### src/verilog/dct_pkg.sv
// Constants, types and register map of the dual 8-bit compare timer.
// Assumes a single-cycle special function register port on clk_sys.
package dct_pkg;

  // ----------------------------------------------------------------
  // Register map
  // ----------------------------------------------------------------
  localparam logic [7:0] TIMER3_COUNT_VALUE_ADDR = 8'hca;
  localparam logic [7:0] TIMER_B_BASE            = 8'hea;
  localparam logic [7:0] SHARED_FLAG_ADDR        = 8'hd8;
  localparam logic [7:0] OFF_COUNT               = 8'h00;
  localparam logic [7:0] OFF_CONTROL             = 8'h01;
  localparam logic [7:0] OFF_CH0_CTL             = 8'h02;
  localparam logic [7:0] OFF_CH0_CMP             = 8'h03;
  localparam logic [7:0] OFF_CH1_CTL             = 8'h04;
  localparam logic [7:0] OFF_CH1_CMP             = 8'h05;

  // ----------------------------------------------------------------
  // Field positions
  // ----------------------------------------------------------------
  localparam int CTL_DIV_LSB   = 5;
  localparam int CTL_START_BIT = 4;
  localparam int CTL_OVERFLOW_IRQ_MASK_BIT = 3;
  localparam int CTL_CLEAR_BIT = 2;
  localparam int CTL_MODE_LSB  = 0;
  localparam int CCTL_IM_BIT   = 6;
  localparam int CCTL_CMP_LSB  = 3;
  localparam int CCTL_EN_BIT   = 2;
  localparam int FLAG_OVF_LSB  = 0;
  localparam int FLAG_CH_LSB   = 2;

  // ----------------------------------------------------------------
  // Reset values and constants
  // ----------------------------------------------------------------
  localparam logic [7:0] CONTROL_RESET = 8'h08;
  localparam logic [7:0] CH_CTL_RESET  = 8'h40;
  localparam logic [7:0] COUNT_RESET   = 8'h00;
  localparam logic [7:0] CMP_RESET     = 8'h00;
  localparam logic [5:0] FLAG_RESET    = 6'h00;
  localparam logic [7:0] COUNT_TOP     = 8'hff;
  localparam int         PRESCALE_W    = 7;
  localparam int         VECTOR_A      = 11;
  localparam int         VECTOR_B      = 12;

  typedef enum logic [1:0] {
    DCT_MODE_FREE   = 2'b00,
    DCT_MODE_DOWN   = 2'b01,
    DCT_MODE_MODULO = 2'b10,
    DCT_MODE_UPDOWN = 2'b11
  } dct_mode_t;

  typedef enum logic [2:0] {
    DCT_ACT_SET      = 3'b000,
    DCT_ACT_CLEAR    = 3'b001,
    DCT_ACT_TOGGLE   = 3'b010,
    DCT_ACT_UP_SET   = 3'b011,
    DCT_ACT_UP_CLEAR = 3'b100,
    DCT_ACT_SET_TOP  = 3'b101,
    DCT_ACT_CLR_ZERO = 3'b110,
    DCT_ACT_NONE     = 3'b111
  } dct_action_t;

  typedef struct packed {
    logic [7:0] addr;
    logic       wr;
    logic [7:0] wdata;
  } dct_sfr_req_t;

endpackage : dct_pkg

### src/verilog/dct_timer.sv
// Two 8-bit timers with two output-compare channels each.
// Assumes the CPU special function register port and timer tick share clk_sys.
`timescale 1ns/1ps
module dct_timer (
  input  wire logic                 clk_sys,
  input  wire logic                 rst_n,
  input  wire logic                 clk_en,
  input  wire logic                 timer_tick,
  input  wire dct_pkg::dct_sfr_req_t sfr_req,
  input  wire logic [1:0]           global_enable_per_timer,
  input  wire logic [1:0]           cpu_flag_clear,
  output wire logic [7:0]           sfr_rdata,
  output wire logic [1:0]           channel_out_a,
  output wire logic [1:0]           channel_out_b,
  output wire logic                 dma_trig_a0,
  output wire logic                 dma_trig_a1,
  output wire logic                 dma_trig_b0,
  output wire logic                 dma_trig_b1,
  output wire logic [1:0]           cpu_flag_per_timer,
  output wire logic                 irq_request_a,
  output wire logic                 irq_request_b
);

  // ------------------------------------------------------------------
  // Shared helpers
  // ------------------------------------------------------------------
  function automatic logic dct_hit(input logic [7:0] addr, input logic [7:0] base, input logic [7:0] off);
    dct_hit = (addr == (base + off));
  endfunction : dct_hit

  // Next output level for one channel; holds unless its action fires
  function automatic logic dct_action_next(
    input logic [2:0] act,
    input logic       cur,
    input logic       hit,
    input logic       down,
    input logic       zero,
    input logic       top
  );
    dct_action_next = cur;
    unique case (dct_pkg::dct_action_t'(act))
      dct_pkg::DCT_ACT_SET:      if (hit) dct_action_next = 1'b1;
      dct_pkg::DCT_ACT_CLEAR:    if (hit) dct_action_next = 1'b0;
      dct_pkg::DCT_ACT_TOGGLE:   if (hit) dct_action_next = ~cur;
      dct_pkg::DCT_ACT_UP_SET:
      begin
        if (zero) dct_action_next = 1'b0;
        else if (hit) dct_action_next = ~down;
      end
      dct_pkg::DCT_ACT_UP_CLEAR:
      begin
        if (zero) dct_action_next = 1'b1;
        else if (hit) dct_action_next = down;
      end
      dct_pkg::DCT_ACT_SET_TOP:
      begin
        if (hit) dct_action_next = 1'b1;
        else if (top) dct_action_next = 1'b0;
      end
      dct_pkg::DCT_ACT_CLR_ZERO:
      begin
        if (hit) dct_action_next = 1'b0;
        else if (zero) dct_action_next = 1'b1;
      end
      dct_pkg::DCT_ACT_NONE:     dct_action_next = cur;
    endcase
  endfunction : dct_action_next

  // ------------------------------------------------------------------
  // Cross-timer wires
  // ------------------------------------------------------------------
  logic [5:0] flags_reg;
  logic [5:0] flags_next;
  logic [1:0] cpu_flag_reg;
  logic [1:0] cpu_flag_next;
  logic [1:0] irq_reg;
  logic [7:0] rdata_reg;
  logic [7:0] rdata_next;
  wire  logic [1:0] ovf_ev;
  wire  logic [3:0] chf_ev;
  wire  logic [3:0] cmp_ev;
  wire  logic [1:0] cpu_set;
  wire  logic [7:0] rd_val [2];
  wire  logic       flag_wr;
  wire  logic       flag_rd;

  assign flag_wr = sfr_req.wr && (sfr_req.addr == dct_pkg::SHARED_FLAG_ADDR);
  assign flag_rd = (sfr_req.addr == dct_pkg::SHARED_FLAG_ADDR);

  // ------------------------------------------------------------------
  // Per-timer logic
  // ------------------------------------------------------------------
  for (genvar t = 0; t < 2; t++)
  begin : g_tmr
    localparam logic [7:0] BASE = (t == 0) ? dct_pkg::TIMER3_COUNT_VALUE_ADDR : dct_pkg::TIMER_B_BASE;

    logic [7:0] ctl_reg;
    logic [7:0] ctl_next;
    logic [7:0] cctl0_reg;
    logic [7:0] cctl1_reg;
    logic [7:0] cc0_reg;
    logic [7:0] cc1_reg;
    logic [7:0] cc1_pend_reg;
    logic [7:0] cnt_reg;
    logic [7:0] cnt_next;
    logic       dir_reg;
    logic       dir_next;
    logic [1:0] out_reg;
    logic [1:0] out_next;
    logic [1:0] dma_reg;
    logic [7:0] step;
    logic       step_dir;
    logic       stepped_down;
    logic       ovf_step;
    wire  logic act_edge;
    wire  logic wr_ctl;
    wire  logic wr_cctl0;
    wire  logic wr_cctl1;
    wire  logic wr_cc0;
    wire  logic wr_cc1;
    wire  logic clr_req;
    wire  logic start_rise;
    wire  logic run;
    wire  logic moving;
    wire  logic hit0;
    wire  logic hit1;
    wire  logic at_zero;
    wire  logic at_top;
    wire  dct_pkg::dct_mode_t mode;

    assign wr_ctl   = sfr_req.wr && dct_hit(sfr_req.addr, BASE, dct_pkg::OFF_CONTROL);
    assign wr_cctl0 = sfr_req.wr && dct_hit(sfr_req.addr, BASE, dct_pkg::OFF_CH0_CTL);
    assign wr_cctl1 = sfr_req.wr && dct_hit(sfr_req.addr, BASE, dct_pkg::OFF_CH1_CTL);
    assign wr_cc0   = sfr_req.wr && dct_hit(sfr_req.addr, BASE, dct_pkg::OFF_CH0_CMP);
    assign wr_cc1   = sfr_req.wr && dct_hit(sfr_req.addr, BASE, dct_pkg::OFF_CH1_CMP);
    assign mode     = dct_pkg::dct_mode_t'(ctl_reg[dct_pkg::CTL_MODE_LSB +: 2]);
    assign run      = ctl_reg[dct_pkg::CTL_START_BIT];
    assign clr_req  = wr_ctl && sfr_req.wdata[dct_pkg::CTL_CLEAR_BIT];
    assign start_rise = wr_ctl && sfr_req.wdata[dct_pkg::CTL_START_BIT] && !run;

    // Clear bit always reads zero, so it is never stored
    assign ctl_next = wr_ctl ? (sfr_req.wdata & ~(8'h01 << dct_pkg::CTL_CLEAR_BIT)) : ctl_reg;

    dct_prescaler #(
      .W (dct_pkg::PRESCALE_W)
    ) u_pre (
      .clk_sys     (clk_sys),
      .rst_n       (rst_n),
      .clk_en      (clk_en),
      .run         (run),
      .tick        (timer_tick),
      .div         (ctl_reg[dct_pkg::CTL_DIV_LSB +: 3]),
      .active_edge (act_edge)
    );

    // Counter step for each mode
    always_comb
    begin
      step         = cnt_reg;
      step_dir     = dir_reg;
      stepped_down = 1'b0;
      ovf_step     = 1'b0;
      unique case (mode)
        dct_pkg::DCT_MODE_FREE:
        begin
          step     = cnt_reg + 8'h01;
          ovf_step = (step == dct_pkg::COUNT_TOP);
        end
        dct_pkg::DCT_MODE_MODULO:
        begin
          step     = (cnt_reg == cc0_reg) ? 8'h00 : cnt_reg + 8'h01;
          ovf_step = (step == cc0_reg);
        end
        dct_pkg::DCT_MODE_DOWN:
        begin
          // Terminal count holds at zero
          step         = (cnt_reg == 8'h00) ? 8'h00 : cnt_reg - 8'h01;
          stepped_down = 1'b1;
          ovf_step     = (cnt_reg != 8'h00) && (step == 8'h00);
        end
        dct_pkg::DCT_MODE_UPDOWN:
        begin
          if (!dir_reg && (cnt_reg >= cc0_reg) && (cnt_reg != 8'h00))
          begin
            step         = cnt_reg - 8'h01;
            step_dir     = 1'b1;
            stepped_down = 1'b1;
          end
          else if (dir_reg)
          begin
            step         = cnt_reg - 8'h01;
            stepped_down = 1'b1;
          end
          else if (cc0_reg == 8'h00)
            step = 8'h00;
          else
            step = cnt_reg + 8'h01;
          if (step == 8'h00)
          begin
            step_dir = 1'b0;
            ovf_step = 1'b1;
          end
        end
      endcase
    end

    assign moving  = act_edge && !clr_req;
    assign hit0    = moving && cctl0_reg[dct_pkg::CCTL_EN_BIT] && (step == cc0_reg);
    assign hit1    = moving && cctl1_reg[dct_pkg::CCTL_EN_BIT] && (step == cc1_reg);
    assign at_zero = moving && (step == 8'h00);
    assign at_top  = moving && (step == dct_pkg::COUNT_TOP);

    assign ovf_ev[t]         = moving && ovf_step;
    assign cmp_ev[2*t]       = hit0;
    assign cmp_ev[2*t+1]     = hit1;
    assign chf_ev[2*t]       = (mode == dct_pkg::DCT_MODE_UPDOWN) ? (moving && ovf_step) : hit0;
    assign chf_ev[2*t+1]     = hit1;

    // Masked events, plus a mask newly set over a pending flag
    assign cpu_set[t] =
      (ovf_ev[t] && ctl_reg[dct_pkg::CTL_OVERFLOW_IRQ_MASK_BIT]) ||
      (chf_ev[2*t] && cctl0_reg[dct_pkg::CCTL_IM_BIT]) ||
      (chf_ev[2*t+1] && cctl1_reg[dct_pkg::CCTL_IM_BIT]) ||
      (wr_ctl && sfr_req.wdata[dct_pkg::CTL_OVERFLOW_IRQ_MASK_BIT] && !ctl_reg[dct_pkg::CTL_OVERFLOW_IRQ_MASK_BIT] &&
       flags_reg[dct_pkg::FLAG_OVF_LSB + t]) ||
      (wr_cctl0 && sfr_req.wdata[dct_pkg::CCTL_IM_BIT] && !cctl0_reg[dct_pkg::CCTL_IM_BIT] &&
       flags_reg[dct_pkg::FLAG_CH_LSB + 2*t]) ||
      (wr_cctl1 && sfr_req.wdata[dct_pkg::CCTL_IM_BIT] && !cctl1_reg[dct_pkg::CCTL_IM_BIT] &&
       flags_reg[dct_pkg::FLAG_CH_LSB + 2*t + 1]);

    always_comb
    begin
      cnt_next = cnt_reg;
      dir_next = dir_reg;
      if (clr_req)
      begin
        cnt_next = dct_pkg::COUNT_RESET;
        dir_next = 1'b0;
      end
      else if (start_rise &&
               (sfr_req.wdata[dct_pkg::CTL_MODE_LSB +: 2] == dct_pkg::DCT_MODE_DOWN))
        cnt_next = cc0_reg;
      else if (act_edge)
      begin
        cnt_next = step;
        dir_next = step_dir;
      end
    end

    assign out_next[0] = dct_action_next(cctl0_reg[dct_pkg::CCTL_CMP_LSB +: 3], out_reg[0],
                                         hit0, stepped_down, at_zero, at_top);
    assign out_next[1] = dct_action_next(cctl1_reg[dct_pkg::CCTL_CMP_LSB +: 3], out_reg[1],
                                         hit1, stepped_down, at_zero, at_top);

    // Registered pin levels avoid decode glitches on the pads
    always_ff @(posedge clk_sys or negedge rst_n)
    begin
      if (!rst_n)
      begin
        ctl_reg      <= dct_pkg::CONTROL_RESET;
        cctl0_reg    <= dct_pkg::CH_CTL_RESET;
        cctl1_reg    <= dct_pkg::CH_CTL_RESET;
        cc0_reg      <= dct_pkg::CMP_RESET;
        cc1_reg      <= dct_pkg::CMP_RESET;
        cc1_pend_reg <= dct_pkg::CMP_RESET;
        cnt_reg      <= dct_pkg::COUNT_RESET;
        dir_reg      <= 1'b0;
        out_reg      <= 2'b00;
        dma_reg      <= 2'b00;
      end
      else if (clk_en)
      begin
        ctl_reg   <= ctl_next;
        cctl0_reg <= wr_cctl0 ? (sfr_req.wdata & 8'h7c) : cctl0_reg;
        cctl1_reg <= wr_cctl1 ? (sfr_req.wdata & 8'h7c) : cctl1_reg;
        cc0_reg   <= wr_cc0 ? sfr_req.wdata : cc0_reg;
        cc1_pend_reg <= wr_cc1 ? sfr_req.wdata : cc1_pend_reg;
        // Pending channel 1 value lands only while the count sits at zero
        if (cnt_reg == 8'h00)
          cc1_reg <= wr_cc1 ? sfr_req.wdata : cc1_pend_reg;
        cnt_reg <= cnt_next;
        dir_reg <= dir_next;
        out_reg <= out_next;
        dma_reg <= cmp_ev[2*t +: 2];
      end
    end

    assign rd_val[t] =
      dct_hit(sfr_req.addr, BASE, dct_pkg::OFF_COUNT)   ? cnt_reg :
      dct_hit(sfr_req.addr, BASE, dct_pkg::OFF_CONTROL) ? ctl_reg :
      dct_hit(sfr_req.addr, BASE, dct_pkg::OFF_CH0_CTL) ? cctl0_reg :
      dct_hit(sfr_req.addr, BASE, dct_pkg::OFF_CH0_CMP) ? cc0_reg :
      dct_hit(sfr_req.addr, BASE, dct_pkg::OFF_CH1_CTL) ? cctl1_reg :
      dct_hit(sfr_req.addr, BASE, dct_pkg::OFF_CH1_CMP) ? cc1_pend_reg : 8'h00;
  end

  // ------------------------------------------------------------------
  // Shared flags, CPU flags and requests
  // ------------------------------------------------------------------
  // Hardware set wins over a software clear in the same cycle
  assign flags_next = ((flag_wr ? (flags_reg & sfr_req.wdata[5:0]) : flags_reg) |
                       {chf_ev, ovf_ev});
  assign cpu_flag_next = (cpu_flag_reg & ~cpu_flag_clear) | cpu_set;
  assign rdata_next = rd_val[0] | rd_val[1] | (flag_rd ? {2'b00, flags_reg} : 8'h00);

  always_ff @(posedge clk_sys or negedge rst_n)
  begin
    if (!rst_n)
    begin
      flags_reg    <= dct_pkg::FLAG_RESET;
      cpu_flag_reg <= 2'b00;
      irq_reg      <= 2'b00;
      rdata_reg    <= 8'h00;
    end
    else if (clk_en)
    begin
      flags_reg    <= flags_next;
      cpu_flag_reg <= cpu_flag_next;
      irq_reg      <= cpu_flag_next & global_enable_per_timer;
      rdata_reg    <= rdata_next;
    end
  end

  // ------------------------------------------------------------------
  // Outputs
  // ------------------------------------------------------------------
  assign sfr_rdata          = rdata_reg;
  assign channel_out_a      = g_tmr[0].out_reg;
  assign channel_out_b      = g_tmr[1].out_reg;
  assign dma_trig_a0        = g_tmr[0].dma_reg[0];
  assign dma_trig_a1        = g_tmr[0].dma_reg[1];
  assign dma_trig_b0        = g_tmr[1].dma_reg[0];
  assign dma_trig_b1        = g_tmr[1].dma_reg[1];
  assign cpu_flag_per_timer = cpu_flag_reg;
  assign irq_request_a      = irq_reg[0];
  assign irq_request_b      = irq_reg[1];

endmodule : dct_timer

### src/verilog/dct_prescaler.sv
// Tick prescaler: one active edge every 2**div timer ticks.
// Assumes tick is a one-cycle pulse on clk_sys.
`timescale 1ns/1ps
module dct_prescaler #(
  parameter int W = dct_pkg::PRESCALE_W
) (
  input  wire logic         clk_sys,
  input  wire logic         rst_n,
  input  wire logic         clk_en,
  input  wire logic         run,
  input  wire logic         tick,
  input  wire logic [2:0]   div,
  output wire logic         active_edge
);
  logic [W-1:0] pre_reg;
  logic [W:0]   mask_full;
  logic [W-1:0] mask;

  // Divider change acts at once: the mask is combinational
  assign mask_full   = ({{W{1'b0}}, 1'b1} << div) - {{W{1'b0}}, 1'b1};
  assign mask        = mask_full[W-1:0];
  assign active_edge = tick && run && ((pre_reg & mask) == mask);

  always_ff @(posedge clk_sys or negedge rst_n)
  begin
    if (!rst_n)
      pre_reg <= '0;
    else if (clk_en && tick && run)
      pre_reg <= pre_reg + {{(W-1){1'b0}}, 1'b1};
  end
endmodule : dct_prescaler

### config.mk
export PLATFORM = sky130hd
export DESIGN_NAME = dct_timer
export DESIGN_NICKNAME = d
export VERILOG_FILES = /design/src/verilog/dct_pkg.sv /design/src/verilog/dct_timer.sv /design/src/verilog/dct_prescaler.sv
export SDC_FILE = /design/constraint.sdc
export NUM_CORES = 1
export LEC_CHECK = 0
export ABC_CLOCK_PERIOD_IN_PS = 5450
export BUFFER_PORTS_ARGS = -buffer_cell sky130_fd_sc_hd__buf_2
export CAP_MARGIN = 20
export CORE_ASPECT_RATIO = 0.9
export CORE_MARGIN = 2
export CORE_UTILIZATION = 30
export CTS_CLUSTER_DIAMETER = 80
export CTS_CLUSTER_SIZE = 12
export DETAILED_ROUTE_END_ITERATION = 7
export GPL_TIMING_DRIVEN = 0
export MAX_ROUTING_LAYER = met4
export PLACE_DENSITY = 0.46
export SETUP_SLACK_MARGIN = 0.4
export SLEW_MARGIN = 20
export SYNTH_ARGS = -nofsm -noshare
export SYNTH_HDL_FRONTEND = slang
export SYNTH_HIERARCHICAL = 1
export SYNTH_SLANG_ARGS = --single-unit
### constraint.sdc
create_clock -name clk_sys -period 5.45 [get_ports clk_sys]
set_input_delay 1.09 -clock clk_sys [delete_from_list [all_inputs] [get_ports clk_sys]]
set_output_delay 1.09 -clock clk_sys [all_outputs]
set_load 0.005 [all_outputs]
# After elaboration in Yosys (flattened, before gate mapping)

Cells that the tools add are included.

Input bits: 25
Bits in registers: 140
Output and inout port bits: 20
Word-level logic and storage cells: 394

Magnitude comparators: 2
Mux-type cells: 104
Add/subtract/negate cells: 8
Bitwise logic cells: 20
Reductions and logical operators: 138
Shifts and indexed selects: 2
Equality and inequality tests: 92

Operators with widths:

| operator                                                               | number |
|---|---|
| 8-bit two-way mux                                                      | 32 |
| 8-bit equality test (second input constant)                            | 17 |
| 8-bit zero test                                                        | 10 |
| 1-bit logical AND                                                      | 72 |
| 8-bit equality test                                                    | 8 |
| 8-bit one-hot mux with 4 select lines                                  | 2 |
| 1-bit two-way mux                                                      | 60 |
| 3-bit equality test (second input constant)                            | 16 |
| 3-bit inequality test (second input constant)                          | 16 |
| 9-bit AND reduction                                                    | 4 |
| 2-bit inequality test (second input constant)                          | 14 |
| 1-bit one-hot mux with 7 select lines                                  | 4 |
| 3-bit by 2-bit equality test with 1-bit output (second input constant) | 8 |
| 2-bit AND reduction                                                    | 12 |
| 8-bit by 1-bit adder with 8-bit output (second input constant)         | 2 |
| 8-bit greater-or-equal comparator                                      | 2 |
| 8-bit nonzero test                                                     | 2 |
| 8-bit by 1-bit subtractor with 8-bit output (second input constant)    | 2 |
| 7-bit by 1-bit adder with 7-bit output (second input constant)         | 2 |
| 7-bit AND                                                              | 2 |
| 7-bit equality test                                                    | 2 |
| 1-bit by 3-bit left shift with 7-bit output (first input constant)     | 2 |
| 7-bit by 1-bit subtractor with 7-bit output (second input constant)    | 2 |
| 3-bit by 1-bit equality test with 1-bit output (second input constant) | 4 |
| other kinds (20)                                                       | 69 |

# Depth between registers and ports, before layout

Depth in word-level cells: 18
Gate-level depth with buffers: 17
Mapped depth without buffers: 13

# Cells and area by module

Netlist, hierarchy kept.

Modules (own cells, without submodules):

| module        | instances | area each (sq um) | cells each | seq. area each (sq um) |
|---|---|---|---|---|
| dct_timer     | 1         | 9691.8            | 1164       | 3160.5 |
| dct_prescaler | 2         | 357.8             | 34         | 175.2 |

# Worst setup path after synthesis

Ideal clock, no wire load.

Path kind: reg-to-reg
From: register g_tmr[0].cnt_reg[0]
To: register g_tmr[0].out_reg[1] (netlist: channel_out_a[1])
Path slack: 1.084 ns
Data arrival time: 4.241 ns
Stages on the path, launching flop included: 18
Clock period less this slack: 4.366 ns
Cell sequence: dfrtp_1 clkbuf_1 inv_1 ha_1 clkbuf_1 or3b_2 or3_1 and2_1 a31o_1 buf_2 buf_2 or3_1 o2111ai_1 o2111ai_1 nor4_2 a221oi_1 a221oi_1 mux2_2

Cells in the longest elaborated chain, start to end: 10
Elaborated cells between the ends (all ways): 39
Classes of those cells: 2 x add/sub; 1 x order compare; 10 x eq/ne; 16 x mux; 1 x bitwise; 9 x reduce/logical

RTL lines:

| element                                                                                              | line                                                 | text |
|---|---|---|
| start, declared                                                                                      | dct_timer.sv:104                                     | `logic [7:0] cnt_reg;` |
| start signal, assigned                                                                               | dct_timer.sv:266                                     | `cnt_reg <= dct_pkg::COUNT_RESET;` |
| start signal, assigned                                                                               | dct_timer.sv:281                                     | `cnt_reg <= cnt_next;` |
| 8-bit by 1-bit adder with 8-bit output / 8-bit greater-or-equal comparator (equally long branches)   | --                                                   |  |
| 8-bit two-way mux / 1-bit logical AND (equally long branches)                                        | dct_timer.sv:194, dct_timer.sv:183                   |  |
| 8-bit two-way mux / 1-bit logical AND (equally long branches)                                        | dct_timer.sv:189, dct_timer.sv:183                   |  |
| 8-bit two-way mux                                                                                    | dct_timer.sv:183                                     | `if (!dir_reg && (cnt_reg >= cc0_reg) && (cnt_reg != 8'h00))` |
| 8-bit two-way mux                                                                                    | dct_timer.sv:163                                     | `unique case (mode)` |
| 8-bit one-hot mux with 4 select lines                                                                | dct_timer.sv:163                                     |  |
| 8-bit equality test, or another cell as far along                                                    | dct_timer.sv:209                                     | `assign hit1 = moving && cctl1_reg[dct_pkg::CCTL_EN_BIT] && (step == cc1_reg);` |
| 1-bit logical AND (on tied branches)                                                                 | dct_timer.sv:209, dct_timer.sv:210, dct_timer.sv:211 |  |
| 3-bit inequality test (no source line), or another cell as far along                                 | --                                                   |  |
| 9-bit AND reduction (no source line) / 1-bit one-hot mux with 7 select lines (equally long branches) | --                                                   |  |
| end signal, assigned                                                                                 | dct_timer.sv:283                                     | `out_reg <= out_next;` |
| end, declared                                                                                        | dct_timer.sv:108                                     | `logic [1:0] out_reg;` |

Several ways; a longest one is shown, not always the timed one. The select of a mux whose other input is x is not followed.
A chain may end at the register's enable or synchronous reset.

# Final worst setup path

From: register g_tmr[0].cc0_reg[5]
To: register g_tmr[0].out_reg[0] (netlist: channel_out_a[0])

Cells in the longest elaborated chain, start to end: 10
Elaborated cells between the ends (all ways): 35
Classes of those cells: 1 x order compare; 10 x eq/ne; 15 x mux; 1 x bitwise; 8 x reduce/logical

RTL lines:

| element                                                                                              | line                                                 | text |
|---|---|---|
| start, declared                                                                                      | dct_timer.sv:101                                     | `logic [7:0] cc0_reg;` |
| start signal, assigned                                                                               | dct_timer.sv:263                                     | `cc0_reg <= dct_pkg::CMP_RESET;` |
| start signal, assigned                                                                               | dct_timer.sv:276                                     | `cc0_reg <= wr_cc0 ? sfr_req.wdata : cc0_reg;` |
| 8-bit greater-or-equal comparator / 8-bit zero test (equally long branches)                          | dct_timer.sv:183, dct_timer.sv:194                   |  |
| 1-bit logical AND / 8-bit two-way mux (equally long branches)                                        | dct_timer.sv:183, dct_timer.sv:194                   |  |
| 1-bit logical AND / 8-bit two-way mux (equally long branches)                                        | dct_timer.sv:183, dct_timer.sv:189                   |  |
| 8-bit two-way mux                                                                                    | dct_timer.sv:183                                     |  |
| 8-bit two-way mux                                                                                    | dct_timer.sv:163                                     |  |
| 8-bit one-hot mux with 4 select lines                                                                | dct_timer.sv:163                                     |  |
| 8-bit equality test, or another cell as far along                                                    | dct_timer.sv:208                                     | `assign hit0 = moving && cctl0_reg[dct_pkg::CCTL_EN_BIT] && (step == cc0_reg);` |
| 1-bit logical AND (on tied branches)                                                                 | dct_timer.sv:208, dct_timer.sv:210, dct_timer.sv:211 |  |
| 3-bit inequality test (no source line), or another cell as far along                                 | --                                                   |  |
| 9-bit AND reduction (no source line) / 1-bit one-hot mux with 7 select lines (equally long branches) | --                                                   |  |

Several ways; a longest one is shown, not always the timed one. The select of a mux whose other input is x is not followed.

==> report_table.html <==
<table>
<tr><th>Metric</th><th>Value</th></tr>
<tr><th colspan="2">Worst setup path</th></tr>
<tr><td>Cell-by-cell trace of the critical path</td><td>clkbuf_1 &gt; inv_1 &gt; ha_1 &gt; a21oi_1 &gt; o211ai_1 &gt; and2_1 &gt; a31o_1 &gt; buf_2 &gt; buf_2 &gt; mux2_2 &gt; nor3_1 &gt; o2111ai_1 &gt; or4b_4 &gt; a31oi_1 &gt; mux2_2</td></tr>
<tr><td>Critical path buffers and inverters</td><td>4</td></tr>
<tr><td>CP endpoint kind</td><td>flip-flop</td></tr>
<tr><td>Critical Path RT</td><td>5770 ps</td></tr>
<tr><td>Critical path arrival</td><td>5190 ps</td></tr>
<tr><td>Critical path class</td><td>reg -&gt; reg</td></tr>
<tr><td>Worst-path maximum fanout</td><td>10</td></tr>
<tr><td>Type of element launching the critical path</td><td>flip-flop</td></tr>
<tr><td>Crit path largest cell delay</td><td>630 ps</td></tr>
<tr><td>Cell class contributing the biggest share of worst-path delay</td><td>buffers and inverters</td></tr>
<tr><td>CP max stage cell</td><td>sky130_fd_sc_hd__or4b_4</td></tr>
<tr><th colspan="2">Global route</th></tr>
<tr><td>Aggregate global routing overflow</td><td>0</td></tr>
<tr><td>Number of global-route vias before repair</td><td>9716</td></tr>
<tr><td>Global-route total usage across every layer</td><td>0.241</td></tr>
<tr><td>Number of antenna violations at the first check in global routing</td><td>0</td></tr>
<tr><td>Wire length of the first global-routing pass</td><td>64300 um</td></tr>
<tr><td>Largest net degree at the start of global routing</td><td>90</td></tr>
<tr><th colspan="2">Yosys</th></tr>
<tr><td>Portion of netlist area occupied by mux cells</td><td>0.0866</td></tr>
<tr><td>Seq/Total Area, Yosys</td><td>0.337</td></tr>
<tr><td>Number of enable flip-flop cells after synthesis</td><td>0</td></tr>
<tr><td>Net Count, Synth</td><td>1281</td></tr>
<tr><td>Post-synthesis instance area</td><td>0.0104 mm2</td></tr>
<tr><td>Simple-gate area share of the yosys netlist</td><td>0.226</td></tr>
<tr><td>Compound-gate portion of the synthesized area</td><td>0.228</td></tr>
<tr><td>Proportion of register bits with asynchronous set or reset after synthesis</td><td>1.00</td></tr>
<tr><td>Flip-flop cell with the highest count after synthesis</td><td>sky130_fd_sc_hd__dfrtp_1</td></tr>
<tr><td>Post-Synth XOR/XNOR Area</td><td>0.0497</td></tr>
<tr><td>Yosys warns</td><td>6</td></tr>
<tr><td>Number of synthesized register bits</td><td>140</td></tr>
<tr><td>Number of standard cells after synthesis</td><td>1232</td></tr>
<tr><td>Largest family of logic cells by synthesized area</td><td>compound AO/OA/AOI/OAI gates</td></tr>
<tr><td>Adder and majority gate portion of the synthesized area</td><td>0.0289</td></tr>
<tr><td>Mean post-synth cell area</td><td>8.45 um2</td></tr>
<tr><td>Count of different cell masters after synthesis</td><td>91</td></tr>
<tr><th colspan="2">STA</th></tr>
<tr><td>Final period utilization</td><td>0.893</td></tr>
<tr><td>Largest clock skew in the final design</td><td>11.0 ps</td></tr>
<tr><td>Max Transition Viols Final</td><td>0</td></tr>
<tr><td>Time the final worst path needs with I/O delays and setup</td><td>4860 ps</td></tr>
<tr><td>Worst Max-Slew Pin Slew</td><td>1100 ps</td></tr>
<tr><td>Maximum clock frequency</td><td>206 MHz</td></tr>
<tr><td>Hold Violations, Final</td><td>0</td></tr>
<tr><td>Setup repair after global routing missed its margin</td><td>no</td></tr>
<tr><td>Min setup slack post-route</td><td>586 ps</td></tr>
<tr><td>Final count of negative-setup-slack endpoints</td><td>0</td></tr>
<tr><td>Slew margin rel.</td><td>0.258</td></tr>
<tr><th colspan="2">Routing</th></tr>
<tr><td>Antenna-violating nets left</td><td>0</td></tr>
<tr><td>Drt via density</td><td>5.85</td></tr>
<tr><td>Aggregate routed wire length</td><td>42600 um</td></tr>
<tr><td>Post-detailed-route DRC marker count</td><td>0</td></tr>
<tr><td>Count of routing violations after the opening detailed-route iteration</td><td>1270</td></tr>
<tr><td>Length of the first detailed-routing pass in iterations</td><td>5</td></tr>
<tr><td>Routed wirelength normalized by instance count</td><td>24.0 um</td></tr>
<tr><td>Detailed-route via count</td><td>10363</td></tr>
<tr><th colspan="2">Placed design</th></tr>
<tr><td>Worst slack, placed</td><td>6.82 ps</td></tr>
<tr><td>Post-DP HPWL</td><td>32000 um</td></tr>
<tr><td>Placed cell count</td><td>1737</td></tr>
<tr><td>Post-place instance area</td><td>0.0112 mm2</td></tr>
<tr><td>Routability cong.</td><td>0.941</td></tr>
<tr><td># port buffers</td><td>41</td></tr>
<tr><th colspan="2">Outcome</th></tr>
<tr><td>Result of the run</td><td>finished clean</td></tr>
<tr><th colspan="2">Power</th></tr>
<tr><td>Total net switching power</td><td>0.00128 W</td></tr>
<tr><td>Maximum VDD drop</td><td>0.175 mV</td></tr>
<tr><td>Fraction of power spent switching nets</td><td>0.369</td></tr>
<tr><td>Reported leakage power</td><td>4.95 nW</td></tr>
<tr><td>Relative contribution of the clock network to total power</td><td>0.349</td></tr>
<tr><td>Combinational share of power</td><td>0.315</td></tr>
<tr><td>Reg power frac</td><td>0.336</td></tr>
<tr><td>Power Dens Cells</td><td>288 mW/mm2</td></tr>
<tr><td>Internal power summed over all cells</td><td>0.00218 W</td></tr>
<tr><th colspan="2">Cells and area</th></tr>
<tr><td>Number of antenna repair diodes</td><td>0</td></tr>
<tr><td>Cell area after layout</td><td>0.0120 mm2</td></tr>
<tr><td>Layout overhead on the synthesized area</td><td>15.4%</td></tr>
<tr><td>Fraction of final layout cells with drive strength greater than 1</td><td>0.160</td></tr>
<tr><td>Most used cells in the layout excluding fill and tap cells</td><td>sky130_fd_sc_hd__nand2_1, sky130_fd_sc_hd__dfrtp_1, sky130_fd_sc_hd__o21ai_0</td></tr>
<tr><td>Final cell count without fillers</td><td>1772</td></tr>
<tr><td>Final net count</td><td>1347</td></tr>
<tr><td>Most common cell after layout, fill and taps aside</td><td>sky130_fd_sc_hd__nand2_1</td></tr>
<tr><td>FILL cells</td><td>3588</td></tr>
<tr><th colspan="2">Clock tree</th></tr>
<tr><td>Number of clock buffers inserted by TritonCTS</td><td>17</td></tr>
<tr><td>CTS hold repair buffers</td><td>0</td></tr>
<tr><td>Clock-pin transition on the worst setup and hold timing paths</td><td>70 ps</td></tr>
<tr><td>CTS tree</td><td>yes</td></tr>
<tr><td>Number of sinks driven by the clock tree</td><td>140</td></tr>
<tr><td>Clk_lat worst skew</td><td>440 ps</td></tr>
<tr><td>CTS H-tree lvls</td><td>4</td></tr>
<tr><td>Maximum clock insertion buffer count</td><td>2</td></tr>
<tr><td>CTS root buffer</td><td>sky130_fd_sc_hd__clkbuf_16</td></tr>
<tr><th colspan="2">Floorplanning</th></tr>
<tr><td>Core Area</td><td>0.0341 mm2</td></tr>
<tr><td>Die Height</td><td>181 um</td></tr>
<tr><td>Ports</td><td>45</td></tr>
<tr><td>Area of the die</td><td>0.0362 mm2</td></tr>
<tr><td>Initial cell density of the core</td><td>0.305</td></tr>
<tr><td>Die Width</td><td>200 um</td></tr>
<tr><td>Row cnt</td><td>64</td></tr>
<tr><th colspan="2">Hold path</th></tr>
<tr><td>Type of the worst min-delay path</td><td>reg -&gt; reg</td></tr>
<tr><th colspan="2">Job</th></tr>
<tr><td># Max-Cap Violations</td><td>0</td></tr>
</table>
## timing repair
action / 4_1_cts / 5_1_grt
resized for setup: 6 / 33
buffers inserted: 0 / 3
endpoints found under the setup margin: 6 / 12
hold endpoints to repair: 0 / 0
pin swaps: 1 / 3
## final cells by class
type | instances | area (um2) | area share
inverters | 42 | 158 | 0.0131
flip-flops and latches | 140 | 3510 | 0.292
plain buffers | 73 | 293 | 0.0244
multi-input cells | 977 | 6600 | 0.549
well taps | 462 | 578 | 0.0481
repair buffers | 47 | 275 | 0.0229
clock buffers | 18 | 429 | 0.0357
clock inverters | 13 | 169 | 0.0141
## Yosys cell counts (4+ instances only)
library cell	instances	area, um2
sky130_fd_sc_hd__o211ai_1	11	82.6
sky130_fd_sc_hd__nor2_2	4	25.0
sky130_fd_sc_hd__mux2i_1	27	270
sky130_fd_sc_hd__o22ai_1	8	50.1
sky130_fd_sc_hd__nand3b_1	4	30.0
sky130_fd_sc_hd__and4_1	7	61.3
sky130_fd_sc_hd__buf_2	4	20.0
sky130_fd_sc_hd__o32ai_1	5	43.8
sky130_fd_sc_hd__and2_1	9	56.3
sky130_fd_sc_hd__nor3_1	39	195
sky130_fd_sc_hd__dfstp_2	6	158
sky130_fd_sc_hd__nand4b_1	7	61.3
sky130_fd_sc_hd__or2_2	15	93.8
sky130_fd_sc_hd__a22oi_1	14	105
sky130_fd_sc_hd__a21oi_1	46	230
sky130_fd_sc_hd__or3_1	10	62.6
sky130_fd_sc_hd__mux2_2	55	619
sky130_fd_sc_hd__dfrtp_1	134	3350
sky130_fd_sc_hd__o21a_1	10	75.1
sky130_fd_sc_hd__buf_1	10	37.5
sky130_fd_sc_hd__a21o_1	10	75.1
sky130_fd_sc_hd__nand3_1	36	180
sky130_fd_sc_hd__nand2_1	146	548
sky130_fd_sc_hd__o2111ai_1	10	87.6
sky130_fd_sc_hd__a211oi_1	8	60.1
sky130_fd_sc_hd__ha_1	24	300
sky130_fd_sc_hd__a222oi_1	5	50.1
sky130_fd_sc_hd__a31oi_1	23	144
sky130_fd_sc_hd__a221oi_1	16	140
sky130_fd_sc_hd__nand4_1	20	125
sky130_fd_sc_hd__o21ai_0	101	505
sky130_fd_sc_hd__xnor2_1	42	368
sky130_fd_sc_hd__a22o_1	17	149
sky130_fd_sc_hd__inv_1	39	146
sky130_fd_sc_hd__or4_1	11	82.6
sky130_fd_sc_hd__nor2_1	91	342
sky130_fd_sc_hd__nor2b_1	11	68.8
sky130_fd_sc_hd__o31ai_1	12	90.1
sky130_fd_sc_hd__nor4_1	19	119
sky130_fd_sc_hd__nand2b_1	11	68.8
sky130_fd_sc_hd__xor2_1	17	149
sky130_fd_sc_hd__clkbuf_1	58	218
## per-layer routing
| metal | wire length [um] | vias to the layer above | track usage |
|---|---|---|---|
| li1 | - | 4734 | - |
| met1 | 20500 | 5103 | 0.350 |
| met2 | 17900 | 465 | 0.338 |
| met3 | 3280 | 61 | 0.0487 |
| met4 | 896 | 0 | 0.0658 |
| met5 | 0 | - | - |
## metrics by stage
step,setup TNS (ps),total power (W),util,hold WS (ps)
floorplan,0,0.00183,-,440
global route,0,0.00361,0.352,489
finish,0,0.00345,0.352,471
CTS,0,0.00341,0.347,478
detailed placement,0,0.00219,0.329,470
global placement,-57.5,0.00219,0.328,463
## worst paths after layout
kind,start,endpoint,slack [ps],cells past startpoint
max in group asynchronous,rst_n,g_tmr[0].cctl0_reg[6],3970,2
min reg2reg,g_tmr[1].u_pre/pre_reg[6],g_tmr[1].u_pre/pre_reg[6],470,1
min in group asynchronous,rst_n,g_tmr[1].cctl0_reg[3],660,1
max reg2reg,g_tmr[0].cc0_reg[5],channel_out_a[0],590,15
max,g_tmr[0].cc0_reg[5],channel_out_a[0],590,15
min,g_tmr[1].u_pre/pre_reg[6],g_tmr[1].u_pre/pre_reg[6],470,1
## cells by family (layout without fill, tap and decap cells)
logic type	after synthesis	count (layout)
multiplexers	83	83
buffers and inverters	115	193
AND/OR/NAND/NOR	465	465
AO/OA/AOI/OAI	346	346
adder cells (fa/ha/maj)	24	24
flip-flops	140	140
XOR/XNOR	59	59
## power by group through the flow
stage,registers [W],logic (W),clock network [W]
6_report,0.00116,0.00109,0.00121
5_1_grt,0.00117,0.00117,0.00127
4_1_cts,0.00116,0.00102,0.00123
3_5_place_dp,0.00118,0.00101,0
3_3_place_gp,0.00118,0.00102,0
2_1_floorplan,0.00115,0.000679,0
(Power assumes the default switching activity.)
